**src/logic/dsl_pkg.sv**
```systemverilog
/*
 * Shared constants and types for the display strobe and LED readout block.
 * Assumes one 200 MHz clock domain and processor bus pins that are asynchronous to it.
 */
package dsl_pkg;

    // ****************************************************************
    // Widths and counts
    // ****************************************************************
    localparam int DSL_DATA_W = 8;
    localparam int DSL_SEL_W = 3;
    localparam int DSL_STROBES = 8;
    localparam int DSL_NUM_DIGITS = 4;
    localparam int DSL_SEG_W = 7;
    localparam int DSL_SYNC_STAGES = 3;

    // ****************************************************************
    // Field positions
    // ****************************************************************
    localparam int DSL_ADDR_BIT_SIX = 6;
    localparam int DSL_BCD_LSB = 0;
    localparam int DSL_BCD_MSB = 3;
    localparam int DSL_SCALE_LSB = 5;
    localparam int DSL_SCALE_MSB = 7;
    localparam int DSL_DP_BIT = 4;
    localparam int DSL_DIGIT_LSB = 0;
    localparam int DSL_DIGIT_MSB = 3;

    // ****************************************************************
    // Strobe codes on the captured low address bits
    // ****************************************************************
    localparam logic [2:0] DSL_CODE_PANEL_CTRL = 3'h0;
    localparam logic [2:0] DSL_CODE_CTRL_REG = 3'h1;
    localparam logic [2:0] DSL_CODE_MODE_SW = 3'h2;
    localparam logic [2:0] DSL_CODE_SETTING_SW = 3'h3;
    localparam logic [2:0] DSL_CODE_DIGIT = 3'h4;
    localparam logic [2:0] DSL_CODE_SEGMENT = 3'h5;
    localparam logic [2:0] DSL_CODE_SERVICE_SW = 3'h0;

    // ****************************************************************
    // Values after reset
    // ****************************************************************
    localparam logic [7:0] DSL_CTRL_RESET = 8'h00;
    // Blank code, so the readout stays dark out of reset
    localparam logic [7:0] DSL_BCD_RESET = 8'h0f;
    localparam logic [7:0] DSL_DIGIT_RESET = 8'h00;
    localparam logic [7:0] DSL_ADDR_RESET = 8'h00;
    localparam logic [6:0] DSL_SEG_BLANK = 7'h00;

    // ****************************************************************
    // Types
    // ****************************************************************
    typedef struct packed {
        logic [2:0] scale;
        logic       decimalPoint;
        logic [3:0] digits;
    } dsl_digit_scale_t;

    typedef struct packed {
        logic       ale;
        logic       ioStrobe_n;
        logic       highAddrLineA;
        logic [7:0] ad;
        logic [7:0] mode;
        logic [7:0] setting;
        logic [7:0] service;
    } dsl_pins_t;

    typedef struct packed {
        logic panelCtrl;
        logic ctrlReg;
        logic modeRead;
        logic settingRead;
        logic digitLatch;
        logic segmentLatch;
        logic serviceRead;
    } dsl_strobes_t;

    localparam dsl_pins_t DSL_PINS_RESET = '{
        ale: 1'b0,
        ioStrobe_n: 1'b1,
        highAddrLineA: 1'b0,
        ad: 8'h00,
        mode: 8'h00,
        setting: 8'h00,
        service: 8'h00
    };

endpackage : dsl_pkg

```
**src/logic/dsl_strobe_decoder.sv**
```systemverilog
/*
 * One 3-to-8 strobe decoder with an active-low and an active-high enable.
 * Assumes select and enables come from registers of the same clock.
 */
`timescale 1ns/1ps

module dsl_strobe_decoder
    import dsl_pkg::*;
#(
    parameter int SEL_W = DSL_SEL_W
)
(
    input wire logic [SEL_W-1:0] sel,
    input wire logic enable_n,
    input wire logic enable,
    output logic [(2**SEL_W)-1:0] strobe
);

    // ****************************************************************
    // Decode
    // ****************************************************************
    always_comb
    begin
        strobe = '0;
        if (!enable_n && enable)
        begin
            strobe[sel] = 1'b1;
        end
    end

endmodule : dsl_strobe_decoder

```
**src/logic/dsl_readout.sv**
```systemverilog
/*
 * Storage display strobe control and four digit LED readout.
 * Assumes an 8-bit multiplexed processor bus with ALE and a decoded I/O strobe,
 * all asynchronous to ref_clk, and an external driver on the shared data pins.
 */
// Function
// - Capture low address byte on ALE rise
// - Three captured bits feed two decoders
// - No strobe unless I/O strobe low
// - First decoder needs line A high
// - Second decoder needs captured bit six
// - Export low bits and I/O strobe
// - Latch two display control registers
// - Mode and setting buffers drive bus
// - Service strobe returns service switch register
// - Latch BCD code, decode to segments
// - Latch digit/scale byte on readout strobe
// - Four digits share segments, enable gated
// - Decimal point follows enabled digit
`timescale 1ns/1ps

module dsl_readout
    import dsl_pkg::*;
#(
    parameter int DATA_W = DSL_DATA_W,
    parameter int NUM_DIGITS = DSL_NUM_DIGITS
)
(
    input wire logic ref_clk,
    input wire logic resetn,
    input wire logic ale,
    input wire logic [DATA_W-1:0] adIn,
    output logic [DATA_W-1:0] adOut,
    output logic adOe,
    input wire logic ioStrobe_n,
    input wire logic highAddrLineA,
    input wire logic [DATA_W-1:0] modeSwitch,
    input wire logic [DATA_W-1:0] settingSwitch,
    input wire logic [DATA_W-1:0] serviceSwitch,
    output logic [DSL_STROBES-1:0] firstDecoderStrobe,
    output logic [DSL_STROBES-1:0] secondDecoderStrobe,
    output logic [DSL_SEL_W-1:0] vmodeAddr,
    output logic vmodeIoStrobe_n,
    output logic [DATA_W-1:0] firstDisplayCtrl,
    output logic [DATA_W-1:0] secondDisplayCtrl,
    output logic [DSL_SEG_W-1:0] segmentDrive,
    output logic [NUM_DIGITS-1:0] digitEnable,
    output logic decimalPoint,
    output logic [2:0] scaleSelect
);

    localparam int PINS_W = $bits(dsl_pins_t);

    // ****************************************************************
    // Functions
    // ****************************************************************
    // Segment order is g f e d c b a; codes above nine blank the digit
    function automatic logic [DSL_SEG_W-1:0] bcd_to_segments(input logic [3:0] code);
        logic [DSL_SEG_W-1:0] seg;
        seg = DSL_SEG_BLANK;
        unique case (code)
            4'h0: seg = 7'h3f;
            4'h1: seg = 7'h06;
            4'h2: seg = 7'h5b;
            4'h3: seg = 7'h4f;
            4'h4: seg = 7'h66;
            4'h5: seg = 7'h6d;
            4'h6: seg = 7'h7d;
            4'h7: seg = 7'h07;
            4'h8: seg = 7'h7f;
            4'h9: seg = 7'h6f;
            default: seg = DSL_SEG_BLANK;
        endcase
        return seg;
    endfunction : bcd_to_segments

    // ****************************************************************
    // Declarations
    // ****************************************************************
    dsl_pins_t pinsRaw;
    dsl_pins_t pins;
    logic [PINS_W-1:0] cleanBits;
    logic alePrev;
    logic aleRise;
    logic [DATA_W-1:0] addrCapture;
    logic [DATA_W-1:0] dataPrev;
    dsl_strobes_t strobes;
    dsl_strobes_t strobesPrev;
    logic [DATA_W-1:0] bcdSegmentLatch;
    dsl_digit_scale_t digitScaleLatch;
    logic [DATA_W-1:0] next_adOut;

    // ****************************************************************
    // Pin synchronisers
    // ****************************************************************
    assign pinsRaw = '{
        ale: ale,
        ioStrobe_n: ioStrobe_n,
        highAddrLineA: highAddrLineA,
        ad: adIn,
        mode: modeSwitch,
        setting: settingSwitch,
        service: serviceSwitch
    };

    // Bus bits only count once two stages agree, which filters one-cycle glitches
    for (genvar i = 0; i < PINS_W; i++)
    begin : g_sync
        logic [DSL_SYNC_STAGES-1:0] stage;
        always_ff @(posedge ref_clk or negedge resetn)
        begin
            if (!resetn)
            begin
                stage <= {DSL_SYNC_STAGES{DSL_PINS_RESET[i]}};
                cleanBits[i] <= DSL_PINS_RESET[i];
            end
            else
            begin
                stage <= {stage[DSL_SYNC_STAGES-2:0], pinsRaw[i]};
                if (stage[1] == stage[2])
                begin
                    cleanBits[i] <= stage[1];
                end
            end
        end
    end

    assign pins = dsl_pins_t'(cleanBits);

    // ****************************************************************
    // Address capture
    // ****************************************************************
    assign aleRise = pins.ale && !alePrev;

    always_ff @(posedge ref_clk or negedge resetn)
    begin
        if (!resetn)
        begin
            alePrev <= 1'b0;
        end
        else
        begin
            alePrev <= pins.ale;
        end
    end

    always_ff @(posedge ref_clk or negedge resetn)
    begin
        if (!resetn)
        begin
            addrCapture <= DSL_ADDR_RESET;
        end
        else if (aleRise)
        begin
            addrCapture <= pins.ad;
        end
    end

    // ****************************************************************
    // Strobe decoders
    // ****************************************************************
    dsl_strobe_decoder #(
        .SEL_W(DSL_SEL_W)
    ) first_strobe_decoder (
        .sel(addrCapture[DSL_SEL_W-1:0]),
        .enable_n(pins.ioStrobe_n),
        .enable(pins.highAddrLineA),
        .strobe(firstDecoderStrobe)
    );

    dsl_strobe_decoder #(
        .SEL_W(DSL_SEL_W)
    ) second_strobe_decoder (
        .sel(addrCapture[DSL_SEL_W-1:0]),
        .enable_n(pins.ioStrobe_n),
        .enable(addrCapture[DSL_ADDR_BIT_SIX]),
        .strobe(secondDecoderStrobe)
    );

    always_comb
    begin
        strobes.panelCtrl = secondDecoderStrobe[DSL_CODE_PANEL_CTRL];
        strobes.ctrlReg = secondDecoderStrobe[DSL_CODE_CTRL_REG];
        strobes.modeRead = secondDecoderStrobe[DSL_CODE_MODE_SW];
        strobes.settingRead = secondDecoderStrobe[DSL_CODE_SETTING_SW];
        strobes.digitLatch = secondDecoderStrobe[DSL_CODE_DIGIT];
        strobes.segmentLatch = secondDecoderStrobe[DSL_CODE_SEGMENT];
        strobes.serviceRead = firstDecoderStrobe[DSL_CODE_SERVICE_SW];
    end

    // ****************************************************************
    // Vertical mode export
    // ****************************************************************
    assign vmodeAddr = addrCapture[DSL_SEL_W-1:0];
    assign vmodeIoStrobe_n = pins.ioStrobe_n;

    // ****************************************************************
    // Strobe history
    // ****************************************************************
    // Latches load on the strobe's trailing edge, like an edge-clocked latch,
    // using data from the last cycle the strobe was still active
    always_ff @(posedge ref_clk or negedge resetn)
    begin
        if (!resetn)
        begin
            strobesPrev <= '0;
            dataPrev <= DSL_ADDR_RESET;
        end
        else
        begin
            strobesPrev <= strobes;
            dataPrev <= pins.ad;
        end
    end

    // ****************************************************************
    // Display control registers
    // ****************************************************************
    always_ff @(posedge ref_clk or negedge resetn)
    begin
        if (!resetn)
        begin
            firstDisplayCtrl <= DSL_CTRL_RESET;
            secondDisplayCtrl <= DSL_CTRL_RESET;
        end
        else
        begin
            if (strobesPrev.ctrlReg && !strobes.ctrlReg)
                firstDisplayCtrl <= dataPrev;
            if (strobesPrev.panelCtrl && !strobes.panelCtrl)
                secondDisplayCtrl <= dataPrev;
        end
    end

    // ****************************************************************
    // Switch read-back
    // ****************************************************************
    always_comb
    begin
        next_adOut = '0;
        if (strobes.modeRead)
            next_adOut = pins.mode;
        else if (strobes.settingRead)
            next_adOut = pins.setting;
        else if (strobes.serviceRead)
            next_adOut = pins.service;
    end

    // Enable follows the strobe; data lags it by one cycle
    assign adOe = strobes.modeRead || strobes.settingRead || strobes.serviceRead;

    always_ff @(posedge ref_clk or negedge resetn)
    begin
        if (!resetn)
        begin
            adOut <= '0;
        end
        else
        begin
            adOut <= next_adOut;
        end
    end

    // ****************************************************************
    // Readout latches
    // ****************************************************************
    always_ff @(posedge ref_clk or negedge resetn)
    begin
        if (!resetn)
        begin
            bcdSegmentLatch <= DSL_BCD_RESET;
        end
        else if (strobesPrev.segmentLatch && !strobes.segmentLatch)
        begin
            bcdSegmentLatch <= dataPrev;
        end
    end

    always_ff @(posedge ref_clk or negedge resetn)
    begin
        if (!resetn)
        begin
            digitScaleLatch <= dsl_digit_scale_t'(DSL_DIGIT_RESET);
        end
        else if (strobesPrev.digitLatch && !strobes.digitLatch)
        begin
            digitScaleLatch <= dsl_digit_scale_t'(dataPrev);
        end
    end

    // ****************************************************************
    // Segment and digit drive
    // ****************************************************************
    // Upper four BCD bits are ignored by the decoder
    always_ff @(posedge ref_clk or negedge resetn)
    begin
        if (!resetn)
        begin
            segmentDrive <= DSL_SEG_BLANK;
        end
        else
        begin
            segmentDrive <= bcd_to_segments(bcdSegmentLatch[DSL_BCD_MSB:DSL_BCD_LSB]);
        end
    end

    // Point shares the digit enables, so it lights only on the selected digit
    always_ff @(posedge ref_clk or negedge resetn)
    begin
        if (!resetn)
        begin
            digitEnable <= '0;
            scaleSelect <= '0;
            decimalPoint <= 1'b0;
        end
        else
        begin
            digitEnable <= digitScaleLatch.digits;
            scaleSelect <= digitScaleLatch.scale;
            decimalPoint <= digitScaleLatch.decimalPoint && (|digitScaleLatch.digits);
        end
    end

endmodule : dsl_readout

```
**config.mk**
```make
export PLATFORM = sky130hd
export DESIGN_NAME = dsl_readout
export DESIGN_NICKNAME = d
export VERILOG_FILES = /design/src/logic/dsl_pkg.sv /design/src/logic/dsl_strobe_decoder.sv /design/src/logic/dsl_readout.sv
export SDC_FILE = /design/constraint.sdc
export NUM_CORES = 1
export LEC_CHECK = 0
export BUFFER_PORTS_ARGS = -buffer_cell sky130_fd_sc_hd__buf_4
export CORE_UTILIZATION = 50
export DETAILED_ROUTE_END_ITERATION = 7
export PLACE_DENSITY = 0.71
export SYNTH_ARGS = -nofsm -noshare
export SYNTH_HDL_FRONTEND = slang
export SYNTH_HIERARCHICAL = 1
export SYNTH_SLANG_ARGS = --single-unit
export TNS_END_PERCENT = 10
```
**constraint.sdc**
```tcl
create_clock -name ref_clk -period 2.3 [get_ports ref_clk]
set_input_delay 0.345 -clock ref_clk [delete_from_list [all_inputs] [get_ports ref_clk]]
set_output_delay 0.345 -clock ref_clk [all_outputs]
set_load 0.005 [all_outputs]
```
### After elaboration in Yosys (flattened, before gate mapping)

Memories as Yosys holds them, arrays and structs flattened. A register that Yosys moved wholly into a read port is not among the register bits.
Cells that the tools add are included.
Widths: inputs -> output; s select.

| operators by class | value |
|---|---|
| add/sub/neg operators | 0 |
| $mul | 0 |
| div/mod/pow operators | 0 |
| magnitude comparators | 2 |
| equality and inequality tests | 35 |
| shift operators | 0 |
| muxes and demuxes | 7 |
| bitwise gates (word level) | 0 |
| reduce and logical (&&, ||, !) cells | 19 |

Operator list:

| operator | count |
|---|---|
| $mux 8 | 5 |
| $eq 1x1->1 | 35 |
| $logic_and 1x1->1 | 9 |
| $logic_not 1->1 | 7 |
| $lt 3x4->1 const B | 1 |
| $reduce_or 4->1 | 1 |
| $demux 1 s3 | 1 |
| $ge 3x1->1 const B | 1 |
| $logic_or 1x1->1 | 2 |
| $mux 1 | 1 |

| storage, ports and cells | value |
|---|---|
| bits in registers | 204 |
| bits in latches | 0 |
| memory bits (writable) | 0 |
| bits in read-only memories | 112 |
| input bits | 37 |
| word-level logic and storage cells | 151 |
| memories | 1 |

Memories:

| name | words | width | rd ports | clocked after memory_dff | write ports | RTL line | RTL |
|---|---|---|---|---|---|---|---|
| (no name shown) | 16 | 7 | 1 | 1 | 0 | dsl_readout.sv:61 | `unique case (code)` |

### Depth between registers and ports, before layout

| depth | value |
|---|---|
| word-level depth | 8 |
| gate-level depth with buffers | 6 |
| gate-level depth less buffers | 5 |

### By module

Netlist, hierarchy kept.

Modules (own cells, without submodules):

| module | instances | cells each | area each (um^2) | seq. area each (um^2) |
|---|---|---|---|---|
| dsl_readout | 1 | 346 | 6481.2 | 5215.0 |
| dsl_strobe_decoder | 2 | 13 | 73.8 | 0.0 |

### Least setup slack after synthesis

Ideal clock, no wire load.

| timing path | value |
|---|---|
| path type | register -> output |
| start point | register cleanBits[33], in the netlist vmodeIoStrobe_n |
| end point | output adOe |
| arrival | 1408 ps |
| setup slack | 547 ps |
| cell stages (with the launch flop) | 5 |
| buffers on the path | 1 |
| cell sequence | dfstp_2 nand2b_1 nor3_1 buf_2 or3_1 |

| between the ends | value |
|---|---|
| longest elaborated chain between the ends | 5 |
| elaborated cells between the ends (all ways) | 7 |
| classes of those cells | mux: 2; reduce/logical: 5 |

RTL lines:

| element | RTL line | RTL |
|---|---|---|
| start, declared | dsl_readout.sv:82 | `logic [PINS_W-1:0] cleanBits;` |
| start signal, assigned by index | dsl_readout.sv:115 | `cleanBits[i] <= DSL_PINS_RESET[i];` |
| start signal, assigned by index | dsl_readout.sv:122 | `cleanBits[i] <= stage[1];` |
| $logic_not 1->1 | dsl_strobe_decoder.sv:25 | `if (!enable_n && enable)` |
| $logic_and 1x1->1 | dsl_strobe_decoder.sv:25 |  |
| $mux 8 | dsl_strobe_decoder.sv:25 |  |
| net secondDecoderStrobe[3] | dsl_readout.sv:41 | `output logic [DSL_STROBES-1:0] secondDecoderStrobe,` |
| $logic_or 1x1->1 (2 in a row) | dsl_readout.sv:250 | `assign adOe = strobes.modeRead \|\| strobes.settingRead \|\| strobes.serviceRead;` |
| end, declared | dsl_readout.sv:34 | `output logic adOe,` |

The timed path passes the listed nets, and every way through them passes these cells.

### Worst setup path in the final report

| timing path | value |
|---|---|
| start point | register cleanBits[33], in the netlist vmodeIoStrobe_n |
| end point | output adOe |

| between the ends | value |
|---|---|
| longest elaborated chain between the ends | 5 |
| elaborated cells between the ends (all ways) | 7 |
| classes of those cells | mux: 2; reduce/logical: 5 |

RTL lines:

| element | RTL line |
|---|---|
| $logic_not 1->1 (*) | dsl_strobe_decoder.sv:25 |
| $logic_and 1x1->1 | dsl_strobe_decoder.sv:25 |
| $mux 8 | dsl_strobe_decoder.sv:25 |
| $logic_or 1x1->1 | dsl_readout.sv:250 |
| $logic_or 1x1->1 (*) | dsl_readout.sv:250 |

Mark *: on every way between the ends. The rest lies on a longest branch, timed or not.

==> metrics.cfg <==
[global_routing]
grt.overflow.total=0
grt_pass1_vias=3513
antenna_found_initial=0
grt_use_total_pct=17.0
grt_pass1_wl_um=17700
grt_max_degree=66

[job]
maxCapViolCount=0

[clock_network]
clk_path_buf_depth=3
clock-sinks=208
clk_pin_slew_ns=0.06
clk_latency_ns=0.47
postCtsSetupBuffers=0
tritoncts=built
root_buffer=clkbuf_16
numCtsBuffers=20
h-tree-depth=1

[floorplanning]
die_w_um=117
core_area_um2=12800
io_pins=97
die_area_um2=13700
die_h_um=117
start_util_pct=51.9
rows=41

[synth]
yosys_warnings=6
synth_top_area_share_pct=75.5
yosys-top-cells-count=dfrtp_1, maj3_1, mux2_4
netlist_area_um2=6630
synth_largest_area_cell=dfrtp_1
synthArstFlopShare_pct=100
synth_seq_cells=208
syn_inst=372
synth_flop_cell=dfrtp_1
synth.avg_cell_area_um2=17.8
synth_edf_count=0
seq_area_frac_synth_pct=78.7
syn_nets=415
ys_types=33
netlist_top_cells_area=dfrtp_1, maj3_1, mux2_4
synth_most_common_cell=dfrtp_1

[timing]
finalHoldViolations=0
finalMaxSlewViolations=0
rsz0062_at_grt=true
worst_slew_pin_slew_ns=0.515
max_freq_mhz=437
min_period_over_period_pct=99.5
setup_viol=0
skew_ns=0.00513
min_period_ns=2.29
setup_tns_ns=0
relSlewSlack_pct=65.7

[layout]
drive_gt1_share_pct=34.6
nFillCells=835
num-nets-final=567
fin_area_um2=8600
n_antenna_cell=0
syn2layout_area_growth_pct=29.8

[routing]
routed_wl_um=11100
vias=3401
drc=0
postRouteAntennaNets=0
wire_per_inst_um=15.6
routed_via_density=4.80
dr.pass1.iters=4
first_iter_violations=170

[critical_path]
required_ns=1.96
crit_fanout=12
worstPathArrival_ns=1.94
cp-start-kind=register
end_kind=output port
critPathKind=reg2out

[hold_path]
hold_class=reg2reg

[place]
portBuffers=96
hpwlAfterDp_um=7140
routabilityCongestion=0.781
dpl_cell_area_um2=7580

[power_and_ir_drop]
peakVddDrop_mv=0.632
p_leak_nw=3.98
power_density_nw_per_um2=1080

[run_status]
status=completed

==> flip-flops by register name, summed over array words and instances (netlist names), 3 cells and up <==
| name | flops |
|---|---|
| bcdSegmentLatch | 4 |
| addrCapture | 4 |
| adOut | 8 |
| g_sync.stage | 105 |
| cleanBits | 34 |
| strobesPrev | 4 |
| digitEnable | 4 |
| scaleSelect | 3 |
| segmentDrive | 7 |
| dataPrev | 8 |
| firstDisplayCtrl | 8 |
| digitScaleLatch | 8 |
| secondDisplayCtrl | 8 |
==> cells by family after synthesis <==
family / synth area share (%)
AOI/OAI and AO/OA: 2.79
xor gates and xnor gates: 0.132
adders and majority gates: 6.42
buffers and inverters: 1.93
DFF: 78.7
muxes: 6.32
and+or+nand+nor: 3.74
==> per-stage QoR <==
| stage | hold WS (ns) | std cells | total power [mW] | worst slack, ns | utilization (%) |
|---|---|---|---|---|---|
| 2_1_floorplan | 0.0494 | 372 | 5.43 | 0.547 | - |
| 3_3_place_gp | 0.331 | 638 | 6.20 | 0.513 | 59.4 |
| 3_5_place_dp | 0.335 | 638 | 6.27 | 0.382 | 59.4 |
| 4_1_cts | 0.345 | 709 | 9.40 | 0.00644 | 67.1 |
| 5_1_grt | 0.351 | 709 | 9.78 | -0.0555 | 67.4 |
| 6_report | 0.347 | 709 | 9.30 | 0.0123 | 67.4 |
==> placed cells by master, fill, tap and decap left out, types with 2 or more instances in the layout <==
master	instances
nand2_1	6
nand2b_1	2
clkbuf_8	5
clkbuf_1	7
inv_1	13
clkinv_2	3
nor2b_2	2
dfstp_2	8
a221oi_1	7
a21oi_1	8
ha_1	6
buf_4	100
clkbuf_16	21
dlygate4sd3_1	36
nor3_2	2
nor2_1	6
o21ai_0	5
nand2b_4	3
mux2_2	15
o22ai_1	5
nand3b_1	2
nor3_1	5
mux2_4	16
nand3_1	2
maj3_1	35
buf_12	2
dfrtp_1	199
==> path summary, 6_finish.rpt <==
kind,start,end,slack (ns),cells past startpoint
min,g_sync[1].stage[0],g_sync[1].stage[1],0.35,0
max,vmodeIoStrobe_n,adOe,0.01,4
max in group asynchronous,resetn,cleanBits[3],1.20,3
min reg2reg,g_sync[1].stage[0],g_sync[1].stage[1],0.35,0
max reg2reg,addrCapture[0],secondDisplayCtrl[7],0.45,4
min in group asynchronous,resetn,segmentDrive[2],0.40,2
==> critical path, cell delays in order (launching register included) <==
cell      delay (ns)
dfstp_2         0.69
nand2b_4        0.22
nor2_4          0.06
or3_4           0.37
buf_4           0.14
==> metal layers <==
layer	share of wire [%]	global-route usage, %
met5	0	0
met4	1.3	4.81
met3	6.5	4.63
met2	49	27.3
met1	43	23.2
==> area by class of cell <==
type	instances	area, um^2	share of cell area [%]
clock inverter	3	15.0	0.174
inverter	13	48.8	0.567
tap	172	215	2.50
sequential	208	5220	60.6
clock buffer	32	607	7.05
multi-input combinational	141	1330	15.4
timing repair buffer	140	1180	13.7
==> power by group <==
part | internal, mW | total (mW) | switching (mW)
clock network | 1.80 | 3.04 | 1.24
logic | 0.980 | 1.55 | 0.565
registers | 4.28 | 4.72 | 0.433
==> repair_timing <==
| action | in CTS | in global routing |
|---|---|---|
| setup endpoints to repair | 2 | 3 |
| hold endpoints to repair | 83 | 0 |
| gates resized for setup | 3 | 6 |
| hold buffers | 36 | 0 |
| pin swaps | 0 | 1 |
(Power assumes the default switching activity.)
